===== src/design/scp_pkg.sv =====
// Shared constants for the serial control port
package scp_pkg;
   localparam int          ADDR_W        = 13;
   localparam int          BYTE_W        = 8;
   localparam int          INSTR_W       = 16;
   localparam int          WORD_W        = ADDR_W + BYTE_W;
   localparam int          FIFO_DEPTH    = 4;
   // Instruction word layout
   localparam int          RW_BIT        = 15;
   localparam int          CNT_HI_BIT    = 14;
   localparam int          CNT_LO_BIT    = 13;
   localparam logic [1:0]  CNT_STREAM    = 2'h3;
   // Bit counter marks
   localparam logic [3:0]  INSTR_LAST    = 4'hf;
   localparam logic [3:0]  BYTE_LAST     = 4'h7;
   localparam logic [3:0]  CNT_ZERO      = 4'h0;
   localparam logic [3:0]  CNT_ONE       = 4'h1;
   // Port configuration register, kept inside the port
   localparam logic [12:0] CFG_ADDR      = 13'h0000;
   localparam logic [12:0] ADDR_ONE      = 13'h0001;
   localparam int          CFG_LSB_BIT   = 6;
   localparam int          CFG_UNI_BIT   = 7;
   localparam logic [7:0]  CFG_RESET     = 8'h00;
   // Target address for the two-wire port
   localparam logic [4:0]  I2C_ADDR_HI   = 5'h1b;
   // Strap level that selects the SPI port
   localparam logic        STRAP_SPI_LVL = 1'b0;
   // Host clock limit, in Hz, and the least sample cycles per half period
   localparam longint      REF_HZ        = 200000000;
   localparam longint      SCLK_MAX_HZ   = 40000000;
   localparam int          HALF_CYC      = int'(REF_HZ / (2 * SCLK_MAX_HZ));

   typedef enum logic [3:0] {
      SCP_IDLE  = 4'b0001,
      SCP_INSTR = 4'b0010,
      SCP_DATA  = 4'b0100,
      SCP_STALL = 4'b1000
   } scp_state_t;
endpackage


===== src/design/scp_top.sv =====
// Serial control port target with write buffer FIFO
//
// Function
// [RULE1] Strap level selects the SPI port or the two-wire port.
// [RULE2] Two-wire target address is 11011 followed by the two address straps.
// [RULE3] Write bits captured on rising clock, read bits shifted on falling clock.
// [RULE4] Host keeps the serial clock at or below 40 MHz.
// [RULE5] Three-wire mode drives read data on shared line; four-wire keeps it input.
// [RULE6] Separate data output drives read data only in four-wire mode.
// [RULE7] Both data outputs released while chip select is high.
// [RULE8] After reset: three-wire, MSB first.
// [RULE9] Chip select falling starts a transaction and instruction decode.
// [RULE10] Short transfers may stall on byte boundaries; resume on chip select fall.
// [RULE11] Abort: finish, or toggle chip select with one to seven clocks.
// [RULE12] Chip select rising mid-byte ends transfer, flushes partial data, resets port.
// [RULE13] Streaming moves unlimited bytes, stepping address each byte, ended by chip select.
// [RULE14] Byte count field: 0,1,2 give 1,2,3 bytes; 3 means streaming.
// [RULE15] Sixteen-bit instruction on first sixteen rising edges, then payload.
// [RULE16] Instruction gives direction, byte count and first address.
// [RULE17] Written bytes go to the buffer registers, not active registers.
// [RULE18] Host writes proper values to reserved and zeros to blank addresses.
// [RULE19] Read shifts out N bytes from the given address; long instruction only.
// [RULE20] Read data valid at falling edges; blank addresses returned in sequence.
// [RULE21] Readback comes from buffer or active registers.
// [RULE22] Configuration register at address zero lives inside the port.
// [RULE23] Instruction: read flag on top, two count bits, 13-bit address.
// [RULE24] Configuration bit 6 set selects LSB first from the next operation.
// [RULE25] MSB first: address decrements after each payload byte.
// [RULE26] LSB first: address increments after each payload byte.
// [RULE27] Chip select rising after a finished transfer returns the port to idle.
`timescale 1ns/1ps

module scp_fifo #(
   parameter int WIDTH = 8,
   parameter int DEPTH = 4
) (
   input  wire logic             ref_clk,
   input  wire logic             srst,
   input  wire logic             in_valid,
   output logic                  in_ready,
   input  wire logic [WIDTH-1:0] in_data,
   output logic                  out_valid,
   input  wire logic             out_ready,
   output logic [WIDTH-1:0]      out_data
);
   localparam int PW = (DEPTH > 1) ? $clog2(DEPTH) : 1;

   logic [WIDTH-1:0] mem_reg [DEPTH];
   logic [PW-1:0]    wp_reg;
   logic [PW-1:0]    rp_reg;
   logic [PW:0]      cnt_reg;
   logic             push;
   logic             pop;

   assign in_ready  = (cnt_reg != (PW+1)'(DEPTH));
   assign out_valid = (cnt_reg != '0);
   assign out_data  = mem_reg[rp_reg];
   assign push      = in_valid & in_ready;
   assign pop       = out_valid & out_ready;

   function automatic logic [PW-1:0] ptr_inc(input logic [PW-1:0] p);
      ptr_inc = (p == PW'(DEPTH - 1)) ? '0 : p + PW'(1);
   endfunction

   always_ff @(posedge ref_clk) begin
      if (push) begin
         mem_reg[wp_reg] <= in_data;
      end
   end

   always_ff @(posedge ref_clk) begin
      if (srst) begin
         wp_reg  <= '0;
         rp_reg  <= '0;
         cnt_reg <= '0;
      end else begin
         if (push) begin
            wp_reg <= ptr_inc(wp_reg);
         end
         if (pop) begin
            rp_reg <= ptr_inc(rp_reg);
         end
         if (push && !pop) begin
            cnt_reg <= cnt_reg + (PW+1)'(1);
         end else if (pop && !push) begin
            cnt_reg <= cnt_reg - (PW+1)'(1);
         end
      end
   end
endmodule

module scp_top #(
   parameter int FIFO_DEPTH = scp_pkg::FIFO_DEPTH
) (
   input  wire logic                       ref_clk,
   input  wire logic                       srst,
   input  wire logic                       interface_select_strap,
   input  wire logic                       addr_strap_upper,
   input  wire logic                       addr_strap_lower,
   input  wire logic                       cs_n,
   input  wire logic                       sclk,
   input  wire logic                       sdio_in,
   output logic                            sdio_out,
   output logic                            sdio_oe,
   output logic                            sdo_out,
   output logic                            sdo_oe,
   output logic                            spi_selected,
   output logic [6:0]                      i2c_target_addr,
   output logic                            lsb_first,
   output logic                            unidir_mode,
   output logic                            busy,
   output logic                            buf_wr_valid,
   input  wire logic                       buf_wr_ready,
   output logic [scp_pkg::ADDR_W-1:0]      buf_wr_addr,
   output logic [scp_pkg::BYTE_W-1:0]      buf_wr_data,
   output logic                            wr_overrun,
   input  wire logic                       readback_active_sel,
   output logic                            rd_req,
   output logic [scp_pkg::ADDR_W-1:0]      rd_addr,
   output logic                            rd_src_active,
   input  wire logic [scp_pkg::BYTE_W-1:0] rd_data
);
   // Pin synchronisers; stage one feeds only stage two
   logic [2:0] sclk_sync_reg;
   logic [2:0] cs_sync_reg;
   logic [1:0] sdio_sync_reg;
   logic [1:0] sel_sync_reg;
   logic [1:0] up_sync_reg;
   logic [1:0] lo_sync_reg;

   scp_pkg::scp_state_t               state_reg;
   logic [3:0]                        bit_cnt_reg;
   logic [scp_pkg::INSTR_W-1:0]       instr_reg;
   logic [scp_pkg::INSTR_W-1:0]       instr_next;
   logic [scp_pkg::BYTE_W-1:0]        rx_reg;
   logic [scp_pkg::BYTE_W-1:0]        rx_next;
   logic [scp_pkg::BYTE_W-1:0]        tx_reg;
   logic [scp_pkg::BYTE_W-1:0]        cfg_reg;
   logic [scp_pkg::ADDR_W-1:0]        addr_reg;
   logic [1:0]                        left_reg;
   logic                              stream_reg;
   logic                              rw_reg;
   logic                              op_lsb_reg;
   logic                              instr_done_reg;
   logic                              xfer_done_reg;
   logic                              rd_load_reg;
   logic                              tx_bit_reg;
   logic                              oe_reg;
   logic                              rd_end_reg;
   logic                              sdio_oe_reg;
   logic                              sdo_oe_reg;
   logic                              rd_req_reg;
   logic [scp_pkg::ADDR_W-1:0]        rd_addr_reg;
   logic                              rd_src_reg;
   logic                              push_reg;
   logic [scp_pkg::WORD_W-1:0]        push_word_reg;
   logic                              overrun_reg;
   logic                              spi_sel_reg;
   logic [6:0]                        i2c_addr_reg;
   logic                              busy_reg;

   logic                              sclk_rise;
   logic                              sclk_fall;
   logic                              cs_fall;
   logic                              cs_rise;
   logic                              din;
   logic                              cs_low;
   logic                              fifo_in_ready;
   logic                              fifo_out_valid;
   logic [scp_pkg::WORD_W-1:0]        fifo_out_data;
   logic [scp_pkg::ADDR_W-1:0]        next_addr;
   logic [scp_pkg::ADDR_W-1:0]        first_addr;

   assign sclk_rise  = sclk_sync_reg[1] & ~sclk_sync_reg[2];
   assign sclk_fall  = ~sclk_sync_reg[1] & sclk_sync_reg[2];
   assign cs_fall    = ~cs_sync_reg[1] & cs_sync_reg[2];
   assign cs_rise    = cs_sync_reg[1] & ~cs_sync_reg[2];
   assign cs_low     = ~cs_sync_reg[1];
   assign din        = sdio_sync_reg[1];

   // Byte count field: 3 streams, else a field value of N gives N more bytes after the first
   function automatic logic is_stream(input logic [1:0] cnt);
      is_stream = (cnt == scp_pkg::CNT_STREAM);
   endfunction

   // One serial bit into a shift register, order chosen by the mode
   function automatic logic [7:0] shift8(input logic [7:0] sh, input logic d, input logic lsb);
      shift8 = lsb ? {d, sh[7:1]} : {sh[6:0], d};
   endfunction

   function automatic logic [15:0] shift16(input logic [15:0] sh, input logic d, input logic lsb);
      shift16 = lsb ? {d, sh[15:1]} : {sh[14:0], d};
   endfunction

   function automatic logic [12:0] step_addr(input logic [12:0] a, input logic lsb);
      step_addr = lsb ? a + scp_pkg::ADDR_ONE : a - scp_pkg::ADDR_ONE;
   endfunction

   assign instr_next = shift16(instr_reg, din, op_lsb_reg);               // [RULE15]
   assign rx_next    = shift8(rx_reg, din, op_lsb_reg);
   assign first_addr = instr_next[scp_pkg::ADDR_W-1:0];                  // [RULE23]
   assign next_addr  = step_addr(addr_reg, op_lsb_reg);                  // [RULE25] [RULE26]

   always_ff @(posedge ref_clk) begin
      if (srst) begin
         sclk_sync_reg <= '0;
         cs_sync_reg   <= 3'h7;
         sdio_sync_reg <= '0;
         sel_sync_reg  <= '0;
         up_sync_reg   <= '0;
         lo_sync_reg   <= '0;
      end else begin
         sclk_sync_reg <= {sclk_sync_reg[1:0], sclk};
         cs_sync_reg   <= {cs_sync_reg[1:0], cs_n};
         sdio_sync_reg <= {sdio_sync_reg[0], sdio_in};
         sel_sync_reg  <= {sel_sync_reg[0], interface_select_strap};
         up_sync_reg   <= {up_sync_reg[0], addr_strap_upper};
         lo_sync_reg   <= {lo_sync_reg[0], addr_strap_lower};
      end
   end

   // Port selection and two-wire target address from the straps
   always_ff @(posedge ref_clk) begin
      if (srst) begin
         spi_sel_reg  <= 1'b0;
         i2c_addr_reg <= '0;
      end else begin
         spi_sel_reg  <= (sel_sync_reg[1] == scp_pkg::STRAP_SPI_LVL);           // [RULE1]
         i2c_addr_reg <= {scp_pkg::I2C_ADDR_HI, up_sync_reg[1], lo_sync_reg[1]}; // [RULE2]
      end
   end

   // Transfer sequencer
   always_ff @(posedge ref_clk) begin
      if (srst || !spi_sel_reg) begin
         state_reg      <= scp_pkg::SCP_IDLE;
         bit_cnt_reg    <= '0;
         instr_reg      <= '0;
         rx_reg         <= '0;
         addr_reg       <= '0;
         left_reg       <= '0;
         stream_reg     <= 1'b0;
         rw_reg         <= 1'b0;
         op_lsb_reg     <= 1'b0;
         instr_done_reg <= 1'b0;
         xfer_done_reg  <= 1'b0;
         rd_req_reg     <= 1'b0;
         rd_addr_reg    <= '0;
         rd_src_reg     <= 1'b0;
         push_reg       <= 1'b0;
         push_word_reg  <= '0;
         cfg_reg        <= scp_pkg::CFG_RESET;                             // [RULE8]
      end else begin
         rd_req_reg <= 1'b0;
         push_reg   <= 1'b0;
         case (state_reg)
            scp_pkg::SCP_IDLE: begin
               if (cs_fall) begin                                         // [RULE9]
                  state_reg      <= scp_pkg::SCP_INSTR;
                  bit_cnt_reg    <= '0;
                  instr_done_reg <= 1'b0;
                  xfer_done_reg  <= 1'b0;
                  op_lsb_reg     <= cfg_reg[scp_pkg::CFG_LSB_BIT];         // [RULE24]
               end
            end
            scp_pkg::SCP_INSTR, scp_pkg::SCP_DATA: begin
               if (cs_rise) begin
                  // Mid-byte release drops the partial byte and the whole transfer
                  if (bit_cnt_reg[2:0] != 3'h0) begin
                     state_reg <= scp_pkg::SCP_IDLE;                      // [RULE12]
                  end else if (xfer_done_reg || stream_reg || bit_cnt_reg == scp_pkg::CNT_ZERO
                               && state_reg == scp_pkg::SCP_INSTR) begin
                     state_reg <= scp_pkg::SCP_IDLE;                      // [RULE27] [RULE13]
                  end else begin
                     state_reg <= scp_pkg::SCP_STALL;                     // [RULE10]
                  end
               end else if (sclk_rise && state_reg == scp_pkg::SCP_INSTR) begin
                  instr_reg   <= instr_next;
                  bit_cnt_reg <= bit_cnt_reg + scp_pkg::CNT_ONE;
                  if (bit_cnt_reg == scp_pkg::INSTR_LAST) begin
                     state_reg      <= scp_pkg::SCP_DATA;
                     bit_cnt_reg    <= '0;
                     instr_done_reg <= 1'b1;
                     rw_reg         <= instr_next[scp_pkg::RW_BIT];        // [RULE16]
                     left_reg       <= instr_next[scp_pkg::CNT_HI_BIT:scp_pkg::CNT_LO_BIT]; // [RULE14]
                     stream_reg     <= is_stream(instr_next[scp_pkg::CNT_HI_BIT:scp_pkg::CNT_LO_BIT]);
                     addr_reg       <= first_addr;
                     rd_req_reg     <= instr_next[scp_pkg::RW_BIT];        // [RULE19]
                     rd_addr_reg    <= first_addr;
                     rd_src_reg     <= readback_active_sel;                // [RULE21]
                  end
               end else if (sclk_rise && !xfer_done_reg) begin
                  rx_reg      <= rx_next;                                 // [RULE3]
                  bit_cnt_reg <= bit_cnt_reg + scp_pkg::CNT_ONE;
                  if (bit_cnt_reg == scp_pkg::BYTE_LAST) begin
                     bit_cnt_reg <= '0;
                     addr_reg    <= next_addr;
                     if (!rw_reg && addr_reg == scp_pkg::CFG_ADDR) begin
                        cfg_reg <= rx_next;                               // [RULE22]
                     end else if (!rw_reg) begin
                        push_reg      <= 1'b1;                            // [RULE17]
                        push_word_reg <= {addr_reg, rx_next};
                     end
                     if (!stream_reg && left_reg == 2'h0) begin
                        xfer_done_reg <= 1'b1;
                     end else begin
                        if (!stream_reg) begin
                           left_reg <= left_reg - 2'h1;
                        end
                        rd_req_reg  <= rw_reg;                            // [RULE20]
                        rd_addr_reg <= next_addr;
                     end
                  end
               end
            end
            scp_pkg::SCP_STALL: begin
               // A short burst of clocks then release lands mid-byte and aborts
               if (cs_fall) begin
                  state_reg <= instr_done_reg ? scp_pkg::SCP_DATA : scp_pkg::SCP_INSTR; // [RULE10] [RULE11]
               end
            end
            default: begin
               state_reg <= scp_pkg::SCP_IDLE;
            end
         endcase
      end
   end

   // Read byte load and falling-edge shifter
   always_ff @(posedge ref_clk) begin
      if (srst) begin
         rd_load_reg <= 1'b0;
         tx_reg      <= '0;
         tx_bit_reg  <= 1'b0;
      end else begin
         rd_load_reg <= rd_req_reg;
         if (rd_load_reg) begin
            tx_reg <= (rd_addr_reg == scp_pkg::CFG_ADDR) ? cfg_reg : rd_data;
         end else if (sclk_fall && state_reg == scp_pkg::SCP_DATA && rw_reg) begin
            tx_bit_reg <= op_lsb_reg ? tx_reg[0] : tx_reg[7];            // [RULE3] [RULE20]
            tx_reg     <= op_lsb_reg ? {1'b0, tx_reg[7:1]} : {tx_reg[6:0], 1'b0};
         end
      end
   end

   // Driver enables; released as soon as chip select is seen high
   always_ff @(posedge ref_clk) begin
      if (srst) begin
         oe_reg      <= 1'b0;
         rd_end_reg  <= 1'b0;
         sdio_oe_reg <= 1'b0;
         sdo_oe_reg  <= 1'b0;
         busy_reg    <= 1'b0;
      end else begin
         // Last read bit must stand until the host samples it at the next fall
         rd_end_reg  <= (state_reg == scp_pkg::SCP_DATA) && (rd_end_reg || (xfer_done_reg && sclk_fall)); // [RULE20]
         oe_reg      <= cs_low && rw_reg && !rd_end_reg && state_reg == scp_pkg::SCP_DATA; // [RULE7]
         sdio_oe_reg <= oe_reg && cs_low && !cfg_reg[scp_pkg::CFG_UNI_BIT];  // [RULE5]
         sdo_oe_reg  <= oe_reg && cs_low && cfg_reg[scp_pkg::CFG_UNI_BIT];   // [RULE6]
         busy_reg    <= (state_reg != scp_pkg::SCP_IDLE);
      end
   end

   // The serial side cannot pause, so a full buffer loses the byte and says so
   always_ff @(posedge ref_clk) begin
      if (srst) begin
         overrun_reg <= 1'b0;
      end else begin
         overrun_reg <= push_reg && !fifo_in_ready;
      end
   end

   scp_fifo #(
      .WIDTH (scp_pkg::WORD_W),
      .DEPTH (FIFO_DEPTH)
   ) u_fifo (
      .ref_clk   (ref_clk),
      .srst      (srst),
      .in_valid  (push_reg),
      .in_ready  (fifo_in_ready),
      .in_data   (push_word_reg),
      .out_valid (fifo_out_valid),
      .out_ready (buf_wr_ready),
      .out_data  (fifo_out_data)
   );

   assign sdio_out        = tx_bit_reg;
   assign sdo_out         = tx_bit_reg;
   assign sdio_oe         = sdio_oe_reg;
   assign sdo_oe          = sdo_oe_reg;
   assign spi_selected    = spi_sel_reg;
   assign i2c_target_addr = i2c_addr_reg;
   assign lsb_first       = cfg_reg[scp_pkg::CFG_LSB_BIT];
   assign unidir_mode     = cfg_reg[scp_pkg::CFG_UNI_BIT];
   assign busy            = busy_reg;
   assign buf_wr_valid    = fifo_out_valid;
   assign buf_wr_addr     = fifo_out_data[scp_pkg::WORD_W-1:scp_pkg::BYTE_W];
   assign buf_wr_data     = fifo_out_data[scp_pkg::BYTE_W-1:0];
   assign wr_overrun      = overrun_reg;
   assign rd_req          = rd_req_reg;
   assign rd_addr         = rd_addr_reg;
   assign rd_src_active   = rd_src_reg;
endmodule

===== config.mk =====
export PLATFORM = sky130hd
export DESIGN_NAME = scp_top
export DESIGN_NICKNAME = d
export VERILOG_FILES = /design/src/design/scp_pkg.sv /design/src/design/scp_top.sv
export SDC_FILE = /design/constraint.sdc
export NUM_CORES = 1
export LEC_CHECK = 0
export BUFFER_PORTS_ARGS = -buffer_cell sky130_fd_sc_hd__buf_2
export CAP_MARGIN = 10
export CORE_MARGIN = 2
export CORE_UTILIZATION = 60
export CTS_CLUSTER_DIAMETER = 100
export DETAILED_ROUTE_END_ITERATION = 7
export PLACE_DENSITY_LB_ADDON = 0.2
export SYNTH_ARGS = -nofsm -noshare
export SYNTH_HDL_FRONTEND = slang
export SYNTH_SLANG_ARGS = --single-unit

===== constraint.sdc =====
create_clock -name ref_clk -period 4.1 [get_ports ref_clk]
set_input_delay 0.615 -clock ref_clk [delete_from_list [all_inputs] [get_ports ref_clk]]
set_output_delay 0.615 -clock ref_clk [all_outputs]
set_load 0.02 [all_outputs]

==> impl_metrics.yaml <==
power:
  power_leakage_nw: 3.43
  intPower_w: 0.00353
  pwr-share-comb_pct: 1.8
  switchingPower_w: 0.000878
  power_density_nw_per_um2: 418
  finalPower_w: 0.00441
  peakVddDrop_v: 0.000324
  seq_power_share_pct: 52.4
  switching_share_pct: 19.9
  clockPowerShare_pct: 45.9
synth:
  syn_area_um2: 9370
  yosysWarnings: 0
  synth_seq_cells: 224
  yosysSeqAreaShare_pct: 56.8
  synth.avg_cell_area_um2: 11.3
  synth-edff-count: 84
  syn-num-nets: 868
  synth-main-ff-cell: "dfxtp_1"
  yosysTopAreaCellShare_pct: 29.9
  syn_inst: 828
  synth_cell_types: 61
  synth_area_leader_cell: "dfxtp_1"
  yosys-top-cells-area: "dfxtp_1 30%, edfxtp_1 27%, mux4_2 5.0%, nor2_1 3.8%, mux2i_1 3.7%"
  synthArstFlopShare_pct: 0
detailed_routing:
  antenna_left: 0
  first_pass_iters: 5
  wirelength_um: 19200
  drtIter0Drc: 464
  drc: 0
  vias_per_cell: 5.83
  drt-wirelength-per-cell_um: 17.2
  vias: 6484
placement:
  place.gp.congestion: 0.864
  io_buffers: 69
  dp_hpwl_um: 13000
sta:
  worstMarginPinSlew_ns: 1.10
  fin_skew_ns: 0.0170
  hold_violations: 0
  fin_crit_sh_pct: 74.4
  maxSlewViolCount: 0
  fmax_ghz: 0.328
  grt_setup_unrepaired: "false"
  period_minus_slack_ns: 3.05
  relSlewSlack_pct: 26.9
  tns_ns: 0
  setup_violations: 0
setup_path:
  max_stage_delay_ns: 0.82
  path_class: "register to register"
  cp.arrival_ns: 3.43
  worstSetupStartpointType: "register"
  crit_slowest_cell: "and3_1"
  worstPathRequired_ns: 4.48
  path_cells: "or2_2, or3_4, nor3_4, and3_1, nor2_1, a211oi_1"
  cp_max_fo: 28
  cp-end-kind: "register"
outcome:
  outcome: "finished clean"
finish:
  final_nets: 925
  mostFrequentLayoutCell: "dfxtp_1"
  largest_reg_flops: 84
  area_delta_synth_final_pct: 12.7
  antenna_cells: 0
  drive_gt1_share_pct: 18.3
  final_cell_mix: "140 x dfxtp_1, 96 x nor2_1, 84 x edfxtp_1"
clocking:
  clock_path_buffers: 3
  clock_sinks: 224
  cts-hold-fix-buffers: 0
  cts_setup_buffers: 0
  cts_root_buf: "clkbuf_16"
  cts_tree: "done"
  htreeDepth: 1
  clock_latency_ns: 0.50
  cts_resized: 0
  clkTransAtPathRegs_ns: 0.06
  numCtsBuffers: 23
floorplan:
  io_pins: 71
  num_rows: 45
  fp.dieH_um: 129
  initial_core_util_pct: 61.4
  dieArea_um2: 16600
  dieWidth_um: 129
  design.core.area_um2: 15300
global_route:
  grt_max_degree: 57
  antenna_found_initial: 0
  grt_first_pass_wirelength_um: 31700
  grt_usage_pct: 23.6
  grt-ovfl-total: 0
  grt_pass1_vias: 6335
job:
  max_cap_violations: 0
hold_path:
  hold_class: "input port to register"
[per-stage QoR]
stage          util (%)  instance area, um2  setup slack (ns)  std cells  hold WS [ns]
2_1_floorplan         -                9370             0.894        828         0.363
3_3_place_gp       64.3                9820              1.31       1071         0.367
3_5_place_dp       64.3                9820              1.14       1071         0.375
4_1_cts            69.2               10600              1.04       1112         0.289
5_1_grt            69.2               10600             0.775       1112         0.305
6_report           69.2               10600              1.05       1112         0.302
[worst paths after layout]
path	start	slack [ns]	end	cells after the start
setup / recovery	state_reg[3]	1.05	push_word_reg[0]	6
hold / removal	cs_n	0.30	cs_sync_reg[0]	2
setup reg to reg	state_reg[3]	1.05	push_word_reg[0]	6
hold reg to reg	sel_sync_reg[1]	0.38	spi_selected	1
[cells in the mapped netlist, types with 5 or more instances]
cell type	instances
a211oi_1	43
a21oi_1	53
a222oi_1	5
a31oi_1	9
and3_1	6
buf_1	7
buf_4	9
clkbuf_1	23
dfxtp_1	140
edfxtp_1	84
ha_1	20
inv_1	16
mux2_2	14
mux2i_1	35
mux4_2	21
nand2_1	73
nand3_1	12
nor2_1	96
nor2b_1	21
nor3_1	20
nor3b_1	5
nor4_1	5
o21ai_0	30
or2_2	6
xnor2_1	7
xor2_1	6
[routing by layer]
metal  part of all wire (%)  track usage, %  vias up
li1                       -               -     3156
met1                     45            32.2     3121
met2                     48            40.2      181
met3                    4.9            3.53       26
met4                    2.0            5.69        0
met5                      0               0        -
[final cells by class]
cell class              count  area [um2]
well taps                 211         264
flip-flops and latches    224        5330
clock buffers              34         677
repair buffers             79         420
multi-input cells         541        3750
clock inverters             7        66.3
fillers                  1099        4700
inverters                  16        60.1
[power by group through the flow]
stage	clock network (W)	registers [W]	logic, W
5_1_grt	0.00213	0.00231	0.0000877
6_report	0.00202	0.00231	0.0000791
3_3_place_gp	0	0.00236	0.0000771
4_1_cts	0.00206	0.00231	0.0000791
3_5_place_dp	0	0.00236	0.0000789
2_1_floorplan	0	0.00236	0.0000522
[cell families after synthesis]
group	count (synthesis)	share of synthesized area, %
fa+ha+maj	22	3.10
buf+inv	63	3.26
compound gates	167	11.4
xor+xnor	13	1.21
flops	224	56.8
mux	70	10.5
other cells	1	0.0400
simple gates	268	13.7
[worst max-delay path, delay by kind of cell, from the launching register on]
kind | cells | cell delay (ns)
AOI/OAI and AO/OA | 1 | 0.36
DFF | 1 | 0.35
and+or+nand+nor | 5 | 2.22
Note: power is estimated with default switching activity, not from simulation.
